<file path="src/shared/cvp_pkg.sv">
// Package with register map, field layout and timing constants of the velocity profiler
package cvp_pkg;
  localparam int CVP_POS_W = 24;
  localparam int CVP_DAC_W = 12;
  localparam int CVP_STEPS = 10;
  // Register byte offsets
  localparam logic [7:0] CVP_OFS_CTRL = 8'h00;
  localparam logic [7:0] CVP_OFS_STATUS = 8'h04;
  localparam logic [7:0] CVP_OFS_VMAX = 8'h08;
  localparam logic [7:0] CVP_OFS_ACCEL = 8'h0C;
  localparam logic [7:0] CVP_OFS_STOPDIST = 8'h10;
  localparam logic [7:0] CVP_OFS_SWOFF = 8'h14;
  localparam logic [7:0] CVP_OFS_DEST = 8'h18;
  localparam logic [7:0] CVP_OFS_ACTUAL = 8'h1C;
  localparam logic [7:0] CVP_OFS_DAC = 8'h20;
  // Control register fields (write one to act; the bipolar bit is stored on every write)
  localparam int CVP_CTRL_START = 0;
  localparam int CVP_CTRL_JOGFWD = 1;
  localparam int CVP_CTRL_JOGBWD = 2;
  localparam int CVP_CTRL_ABORT = 3;
  localparam int CVP_CTRL_BIPOLAR = 4;
  // Status register fields
  localparam int CVP_ST_BUSY = 0;
  localparam int CVP_ST_DONE = 1;
  localparam int CVP_ST_REJECT = 2;
  localparam int CVP_ST_DIRBWD = 3;
  // Reset values
  localparam logic [CVP_DAC_W-1:0] CVP_VMAX_RST = 12'hFFF;
  localparam logic [15:0] CVP_ACCEL_RST = 16'h0001;
  localparam logic [CVP_POS_W-1:0] CVP_STOPDIST_RST = 24'h000000;
  localparam logic [CVP_POS_W-1:0] CVP_SWOFF_RST = 24'h000000;
  // Step period of the analog update: time in us and cycles at 100 MHz
  localparam int CVP_CLK_MHZ = 100;
  localparam int CVP_STEP_US = 10;
  localparam int CVP_STEP_CYC = CVP_STEP_US * CVP_CLK_MHZ;
  typedef enum logic [1:0] {CVP_IDLE, CVP_POS, CVP_JOG} cvp_mode_e;
endpackage

</file>
<file path="src/hw/cvp_dac_map.sv">
// Mapping of a signed velocity to unipolar or bipolar analog codes and direction outputs
`timescale 1ns/1ps
module cvp_dac_map #(
  parameter int W = 12
) (
  // Clock and reset
  input wire logic clk_sys,
  input wire logic rst_n,
  // Velocity command
  input wire logic [W-1:0] speed,
  input wire logic backward,
  input wire logic moving,
  input wire logic bipolar,
  // Analog and direction outputs
  output logic [W-1:0] dacCode,
  output logic dirFwd,
  output logic dirBwd
);
  logic [W-1:0] half;
  logic [W-1:0] mag;

  initial begin
    if (W < 4) begin
      $error("cvp_dac_map: W too small");
    end
  end

  // Bipolar magnitude uses W-1 bits, offset-free two's complement
  assign half = speed >> 1;
  assign mag = moving ? half : '0;

  always_ff @(posedge clk_sys or negedge rst_n) begin
    if (!rst_n) begin
      dacCode <= '0;
      dirFwd <= 1'b0;
      dirBwd <= 1'b0;
    end else if (!moving) begin
      dacCode <= '0; // see RQ19
      dirFwd <= 1'b0;
      dirBwd <= 1'b0;
    end else if (bipolar) begin
      dacCode <= backward ? (~mag + 1'b1) : mag; // see RQ11 see RQ14 see RQ16
      dirFwd <= 1'b0;
      dirBwd <= 1'b0;
    end else begin
      dacCode <= speed; // see RQ10 see RQ13
      dirFwd <= !backward; // see RQ15
      dirBwd <= backward;
    end
  end
endmodule

</file>
<file path="src/hw/cvp_profiler.sv">
// Velocity profile generator for a frequency converter with APB register access
// Summary of operation
// RQ1 - Commanded speed never exceeds maximum velocity; after vmax is lowered mid-move the code steps speed down to it
// RQ2 - Speed change per step limited by acceleration
// RQ3 - Shortest move within both limits is aimed
// RQ4 - Ideal ramp uses ten velocity steps
// RQ5 - Positioning and jog share one profile
// RQ6 - Software supplies maximum velocity before start
// RQ7 - Acceleration and stopping distance set beforehand
// RQ8 - Software supplies the switch-off difference
// RQ9 - Start refused when distance within switch-off
// RQ10 - Unipolar: positive analog plus direction outputs
// RQ11 - Bipolar: single signed analog, no direction
// RQ12 - Analog command updated in discrete steps
// RQ13 - Unipolar full scale equals maximum velocity
// RQ14 - Bipolar plus/minus full scale equal maximum
// RQ15 - Exactly one direction output while moving; in bipolar mode the code keeps both low
// RQ16 - Bipolar direction carried by sign only
// RQ17 - Drive removed within switch-off difference
// RQ18 - Completion reported to software
// RQ19 - Zero command and no direction when idle
//
// The placing of the registers and register access over APB are this design's own decisions.
`timescale 1ns/1ps
module cvp_profiler
  import cvp_pkg::*;
#(
  parameter int STEP_CYC = cvp_pkg::CVP_STEP_CYC
) (
  // Clock and reset
  input wire logic clk_sys,
  input wire logic rst_n,
  // APB slave
  input wire logic psel,
  input wire logic penable,
  input wire logic pwrite,
  input wire logic [7:0] paddr,
  input wire logic [31:0] pwdata,
  output logic [31:0] prdata,
  output logic pready,
  output logic pslverr,
  // Actual position from the encoder logic
  input wire logic [cvp_pkg::CVP_POS_W-1:0] actualPos,
  // Converter outputs
  output logic [cvp_pkg::CVP_DAC_W-1:0] dacCode,
  output logic dirFwd,
  output logic dirBwd
);
  import cvp_pkg::*;

  localparam int PW = CVP_POS_W;
  localparam int DW = CVP_DAC_W;

  initial begin
    if (STEP_CYC < 2) begin
      $error("cvp_profiler: STEP_CYC must be at least 2");
    end
  end

  // Configuration registers
  logic [DW-1:0] vmax;
  logic [15:0] accel;
  logic [PW-1:0] stopDist;
  logic [PW-1:0] swOff;
  logic [PW-1:0] dest;
  logic bipolar;
  // Status
  cvp_mode_e mode;
  logic done;
  logic reject;
  logic backward;
  logic [DW-1:0] speed;
  // Bus decode
  logic wrEn;
  logic rdEn;
  logic addrOk;
  logic ctrlWr;
  logic startReq;
  logic jogFwdReq;
  logic jogBwdReq;
  logic abortReq;
  // Profile terms
  logic tick;
  logic [PW-1:0] remain;
  logic [PW-1:0] startDist;
  logic [DW-1:0] stepSize;
  logic [DW-1:0] next_speed;
  logic [DW:0] sumUp;
  logic decelZone;
  logic [DW-1:0] dacOut;

  assign wrEn = psel && penable && pwrite;
  assign rdEn = psel && penable && !pwrite;
  assign pready = 1'b1;
  assign addrOk = (paddr[1:0] == 2'b00) && (paddr <= CVP_OFS_DAC);
  assign pslverr = psel && penable && !addrOk;
  assign ctrlWr = wrEn && (paddr == CVP_OFS_CTRL);
  assign startReq = ctrlWr && pwdata[CVP_CTRL_START];
  assign jogFwdReq = ctrlWr && pwdata[CVP_CTRL_JOGFWD];
  assign jogBwdReq = ctrlWr && pwdata[CVP_CTRL_JOGBWD];
  assign abortReq = ctrlWr && pwdata[CVP_CTRL_ABORT];

  // Static configuration written by software before a move
  always_ff @(posedge clk_sys or negedge rst_n) begin
    if (!rst_n) begin
      vmax <= CVP_VMAX_RST;
      accel <= CVP_ACCEL_RST;
      stopDist <= CVP_STOPDIST_RST;
      swOff <= CVP_SWOFF_RST;
      dest <= '0;
      bipolar <= 1'b0;
    end else if (wrEn) begin
      case (paddr)
        CVP_OFS_CTRL: bipolar <= pwdata[CVP_CTRL_BIPOLAR];
        CVP_OFS_VMAX: vmax <= pwdata[DW-1:0]; // see RQ6
        CVP_OFS_ACCEL: accel <= pwdata[15:0]; // see RQ7
        CVP_OFS_STOPDIST: stopDist <= pwdata[PW-1:0]; // see RQ7
        CVP_OFS_SWOFF: swOff <= pwdata[PW-1:0]; // see RQ8
        CVP_OFS_DEST: dest <= pwdata[PW-1:0];
        default: begin
        end
      endcase
    end
  end

  // Read mux, unmapped addresses read zero
  always_ff @(posedge clk_sys or negedge rst_n) begin
    if (!rst_n) begin
      prdata <= '0;
    end else if (psel && !penable && !pwrite) begin
      case (paddr)
        CVP_OFS_CTRL: prdata <= {27'h0, bipolar, 4'h0};
        CVP_OFS_STATUS: prdata <= {28'h0, backward, reject, done, mode != CVP_IDLE};
        CVP_OFS_VMAX: prdata <= {20'h0, vmax};
        CVP_OFS_ACCEL: prdata <= {16'h0, accel};
        CVP_OFS_STOPDIST: prdata <= {8'h0, stopDist};
        CVP_OFS_SWOFF: prdata <= {8'h0, swOff};
        CVP_OFS_DEST: prdata <= {8'h0, dest};
        CVP_OFS_ACTUAL: prdata <= {8'h0, actualPos};
        CVP_OFS_DAC: prdata <= {20'h0, dacOut};
        default: prdata <= 32'h0000_0000;
      endcase
    end
  end

  cvp_step_tick #(
    .PERIOD(STEP_CYC)
  ) u_tick (
    .clk_sys(clk_sys),
    .rst_n(rst_n),
    .tick(tick)
  );

  // Distance left to destination in the direction of travel
  assign remain = backward ? (actualPos - dest) : (dest - actualPos);
  // Distance for a new start, direction from the sign of the difference
  assign startDist = (dest >= actualPos) ? (dest - actualPos) : (actualPos - dest);
  // Ramp step: vmax/10 per update, bounded by acceleration
  assign stepSize = (DW'(vmax / DW'(CVP_STEPS)) == '0) ? DW'(1) :
                    ((accel[DW-1:0] != '0) && (accel[DW-1:0] < DW'(vmax / DW'(CVP_STEPS)))) ?
                    accel[DW-1:0] : DW'(vmax / DW'(CVP_STEPS)); // see RQ2 see RQ4
  assign sumUp = {1'b0, speed} + {1'b0, stepSize};
  // Slow down once inside stopping distance plus switch-off difference
  assign decelZone = (mode == CVP_POS) && (remain <= (stopDist + swOff));

  // Next commanded speed, stepped on each tick
  always_comb begin
    next_speed = speed;
    if (decelZone || (speed > vmax)) begin
      next_speed = (speed > stepSize) ? (speed - stepSize) : DW'(1); // see RQ2
      if (speed > vmax && speed - stepSize < vmax) begin
        next_speed = vmax; // see RQ1
      end
    end else if (sumUp > {1'b0, vmax}) begin
      next_speed = vmax; // see RQ1 see RQ3
    end else begin
      next_speed = sumUp[DW-1:0]; // see RQ3
    end
  end

  // Operation sequencer, shared by positioning and jog
  always_ff @(posedge clk_sys or negedge rst_n) begin
    if (!rst_n) begin
      mode <= CVP_IDLE;
      speed <= '0;
      backward <= 1'b0;
    end else if (abortReq) begin
      mode <= CVP_IDLE;
      speed <= '0;
    end else begin
      case (mode)
        CVP_IDLE: begin
          speed <= '0;
          if (startReq && (startDist > swOff)) begin // see RQ9
            mode <= CVP_POS;
            backward <= dest < actualPos;
          end else if (jogFwdReq) begin
            mode <= CVP_JOG; // see RQ5
            backward <= 1'b0;
          end else if (jogBwdReq) begin
            mode <= CVP_JOG; // see RQ5
            backward <= 1'b1;
          end
        end
        CVP_POS: begin
          if ((remain <= swOff) || (remain[PW-1])) begin
            mode <= CVP_IDLE; // see RQ17
            speed <= '0;
          end else if (tick) begin
            speed <= next_speed; // see RQ12
          end
        end
        CVP_JOG: begin
          if (tick) begin
            speed <= next_speed; // see RQ12 see RQ5
          end
        end
        default: begin
          mode <= CVP_IDLE;
          speed <= '0;
        end
      endcase
    end
  end

  // Completion and rejection flags; a new event wins over the clearing start
  always_ff @(posedge clk_sys or negedge rst_n) begin
    if (!rst_n) begin
      done <= 1'b0;
      reject <= 1'b0;
    end else begin
      if (mode == CVP_POS && ((remain <= swOff) || remain[PW-1]) && !abortReq) begin
        done <= 1'b1; // see RQ18
      end else if (startReq || jogFwdReq || jogBwdReq) begin
        done <= 1'b0;
      end
      if (mode == CVP_IDLE && startReq && !abortReq && (startDist <= swOff)) begin
        reject <= 1'b1; // see RQ9
      end else if (startReq || jogFwdReq || jogBwdReq) begin
        reject <= 1'b0;
      end
    end
  end

  cvp_dac_map #(
    .W(DW)
  ) u_map (
    .clk_sys(clk_sys),
    .rst_n(rst_n),
    .speed(speed),
    .backward(backward),
    .moving(mode != CVP_IDLE),
    .bipolar(bipolar),
    .dacCode(dacOut),
    .dirFwd(dirFwd),
    .dirBwd(dirBwd)
  );

  assign dacCode = dacOut;
endmodule

</file>
<file path="src/hw/cvp_step_tick.sv">
// Divider producing one-cycle step enable pulses
`timescale 1ns/1ps
module cvp_step_tick #(
  parameter int PERIOD = 1000
) (
  // Clock and reset
  input wire logic clk_sys,
  input wire logic rst_n,
  // Enable pulse
  output logic tick
);
  localparam int CW = $clog2(PERIOD + 1);
  logic [CW-1:0] count;

  initial begin
    if (PERIOD < 2) begin
      $error("cvp_step_tick: PERIOD must be at least 2");
    end
  end

  always_ff @(posedge clk_sys or negedge rst_n) begin
    if (!rst_n) begin
      count <= '0;
      tick <= 1'b0;
    end else if (count == CW'(PERIOD - 1)) begin
      count <= '0;
      tick <= 1'b1;
    end else begin
      count <= count + 1'b1;
      tick <= 1'b0;
    end
  end
endmodule

</file>
<file path="config.mk">
export PLATFORM = sky130hd
export DESIGN_NAME = cvp_profiler
export DESIGN_NICKNAME = d
export VERILOG_FILES = /design/src/shared/cvp_pkg.sv /design/src/hw/cvp_dac_map.sv /design/src/hw/cvp_profiler.sv /design/src/hw/cvp_step_tick.sv
export SDC_FILE = /design/constraint.sdc
export NUM_CORES = 1
export LEC_CHECK = 0
export BUFFER_PORTS_ARGS = -buffer_cell sky130_fd_sc_hd__clkbuf_2
export CAP_MARGIN = 20
export CORE_ASPECT_RATIO = 0.6
export CORE_UTILIZATION = 40
export DETAILED_ROUTE_END_ITERATION = 16
export HOLD_SLACK_MARGIN = 0.12
export PLACE_DENSITY = 0.58
export RECOVER_POWER = 50
export SLEW_MARGIN = 10
export SYNTH_ARGS = -nofsm -noshare
export SYNTH_HDL_FRONTEND = slang
export SYNTH_HIERARCHICAL = 1
export SYNTH_SLANG_ARGS = --single-unit
</file>
<file path="constraint.sdc">
create_clock -name clk_sys -period 13.6 [get_ports clk_sys]
set_clock_uncertainty 0.1 [all_clocks]
set_input_delay 2.72 -clock clk_sys [delete_from_list [all_inputs] [get_ports clk_sys]]
set_output_delay 2.72 -clock clk_sys [all_outputs]
set_load 0.02 [all_outputs]
</file>
==> flow_summary.yaml <==
synth:
  netlist_instances: 1913
  synth.largest_area_cell: "dfrtp_1"
  syn_area_per_cell_um2: 8.82
  ys_ff_latch: 167
  yosysUniqueCellTypes: 110
  synthArstFlopShare_pct: 100
  ys_top_cells_by_area: "dfrtp_1, ha_1, mux2_2"
  synth_most_common_cell: "ha_1"
  synth_edf_count: 0
  synth_ff_type: "dfrtp_1"
  yosysSeqAreaShare_pct: 24.9
  synth_top_area_share_pct: 22.8
  yosys_warnings: 6
  syn-cell-area_um2: 16900
  synth_common_cells: "ha_1, dfrtp_1, inv_1, a21oi_1, nand2_1"
status:
  violations: "capacitance limit, slew limit"
  outcome: "finished with violations"
global_routing:
  overflow: 0
  antenna_found_initial: 3
  grt_pass1_vias: 14200
  grt_max_degree: 68
  grt_usage_pct: 27.2
  grt_pass1_wl_um: 88300
layout:
  nets: 2256
  multi_input_area_um2: 11800
  stdcell_area_um2: 18400
  drive_gt1_share_pct: 14.3
  nFillCells: 4020
  layout.area.seq_um2: 4200
  final_util_pct: 44.8
  syn2layout_area_growth_pct: 8.96
cts:
  cts_made_buffers: 17
  cts_tree: "done"
  clk_latency_ps: 440
  hold_buffers: 0
  clock_tree.root_cell: "clkbuf_16"
  cts_max_level: 4
  clock_path_buffers: 2
  cts.sinks: 167
  cts_resized: 0
  clkTransAtPathRegs_ps: 70
  postCtsSetupRepairBufs: 0
hold_path:
  hold_path_class: "reg2reg"
  hp-start: "prdata[19]"
setup_path:
  end_kind: "flop"
  crit_family: "compound AO/OA/AOI/OAI gates"
  worstSetupStartpoint: "vmax[8]"
  r2r_start: "vmax[8]"
  worstPathRequired_ps: 13870
  arrival_ps: 10400
  start_kind: "flop"
  path_max_fanout: 23
  path_class: "reg2reg"
  critPathBufInv: 4
  critical_path.most_common_cell: "a21oi_1"
  slowest_stage: "dfstp_2"
  cpPeakStageDelay_ps: 790
place:
  hpwl_um: 46300
  place_congestion: 0.994
  portBuffers: 99
  dpl_cell_area_um2: 17800
drt:
  drt_wl_total_um: 58700
  dr.pass1.iters: 6
  vias: 15300
  viasPerCell: 6.04
  wl_per_cell_um: 23.1
  drt_iter0_drc: 1649
  route.detailed.drc: 0
  antenna_left: 0
power_and_ir_drop:
  finalPower_w: 0.00134
  p_leak_nw: 8.42
  ir_drop_uv: 72.7
  powerDensity_nw_per_um2: 72.9
floorplanning:
  die_area_um2: 43000
  io_pins: 117
  rows: 57
  start_util_pct: 41.2
  coreArea_um2: 41000
  die_w_um: 267
  chipHeight_um: 161
timing:
  min_period_ps: 10120
  slew_headroom_pct: -139
  tightest_slew_ps: 3590
  setup_viol: 0
  hold_violations: 0
  rsz0062_at_grt: "no"
  setup_tns_ps: 0
  hold_slack_ps: 379
  period_share_pct: 74.4
  drv_slew: 126
  timing.fmax_mhz: 98.8
flow_run:
  max-cap-violations: 2
## state kept, by name, summed over array words and instances (netlist names)
register,cells
stopDist,24
prdata,24
bipolar,1
accel,16
u_map/dirFwd,1
mode,2
u_tick/tick,1
swOff,24
u_map/dirBwd,1
done,1
u_map/dacCode,12
vmax,12
reject,1
dest,24
u_tick/count,10
speed,12
backward,1
## per-layer routing
| metal | wire length (µm) | vias to the layer above | global-route usage [%] | share of wire, % |
|---|---|---|---|---|
| met5 | 0 | - | 0 | 0 |
| met4 | 762 | 0 | 5.02 | 1.3 |
| met3 | 6850 | 52 | 8.86 | 12 |
| met2 | 20800 | 737 | 33.7 | 35 |
| met1 | 30300 | 7419 | 43.9 | 52 |
| li1 | - | 7116 | - | - |
## worst min-delay path, delay by kind of cell, from the launching register on
family | cells | cell delay (ps)
DFF | 1 | 340
AOI/OAI and AO/OA | 1 | 60
and+or+nand+nor | 1 | 40
## power breakdown
part           internal [W]  leakage (nW)  switching (W)
clock network      0.000283         0.289       0.000222
logic              0.000127          5.86       0.000198
registers          0.000502          2.27     0.00000870
## final timing paths
check	to	slack (ps)	cells after the start
worst max-delay path	speed[9]	3480	38
worst min-delay path	prdata[19]	380	2
worst max register to register	speed[9]	3480	38
worst min register to register	prdata[19]	380	2
max in group asynchronous	backward	5270	2
min in group asynchronous	swOff[0]	3230	1
## per-stage QoR
| step | worst slack, ps | std cells |
|---|---|---|
| after detailed placement | 3580 | 2503 |
| after global placement | 3670 | 2503 |
| after floorplan | 5250 | 1927 |
| final | 3480 | 2539 |
| after global routing | 2760 | 2539 |
| after CTS | 3610 | 2534 |
## area by class of cell
type                       count  share of cell area [%]
timing repair buffer         120                    3.27
multi-input combinational   1514                    63.9
antenna                        2                  0.0272
inverter                     145                    2.96
clock buffer                  19                    2.46
clock inverter                12                   0.762
tap                          560                    3.81
sequential                   167                    22.8
## logic make-up after synthesis
group,after synthesis,share of synthesized area [%]
adders and majority gates,224,16.8
xor gates and xnor gates,95,4.97
muxes,148,9.66
buffers and inverters,246,5.97
AOI/OAI and AO/OA,571,23.5
DFF,167,24.9
and+or+nand+nor,460,14.2
other,2,0.0445
## placed cells by master, fill, tap and decap left out, types with 28 or more instances in the layout
cell type	n
ha_1	217
dfrtp_1	153
inv_1	140
a21oi_1	136
nand2_1	116
o21ai_0	109
mux2_2	108
nor2_1	76
xnor2_1	69
clkbuf_2	61
a21o_1	57
clkbuf_1	41
nor2b_1	39
nand2b_1	38
nand4_1	38
mux2i_1	35
nand3_1	35
o21a_1	30
nor3_1	28
a221oi_1	28
(Power assumes the default switching activity.)
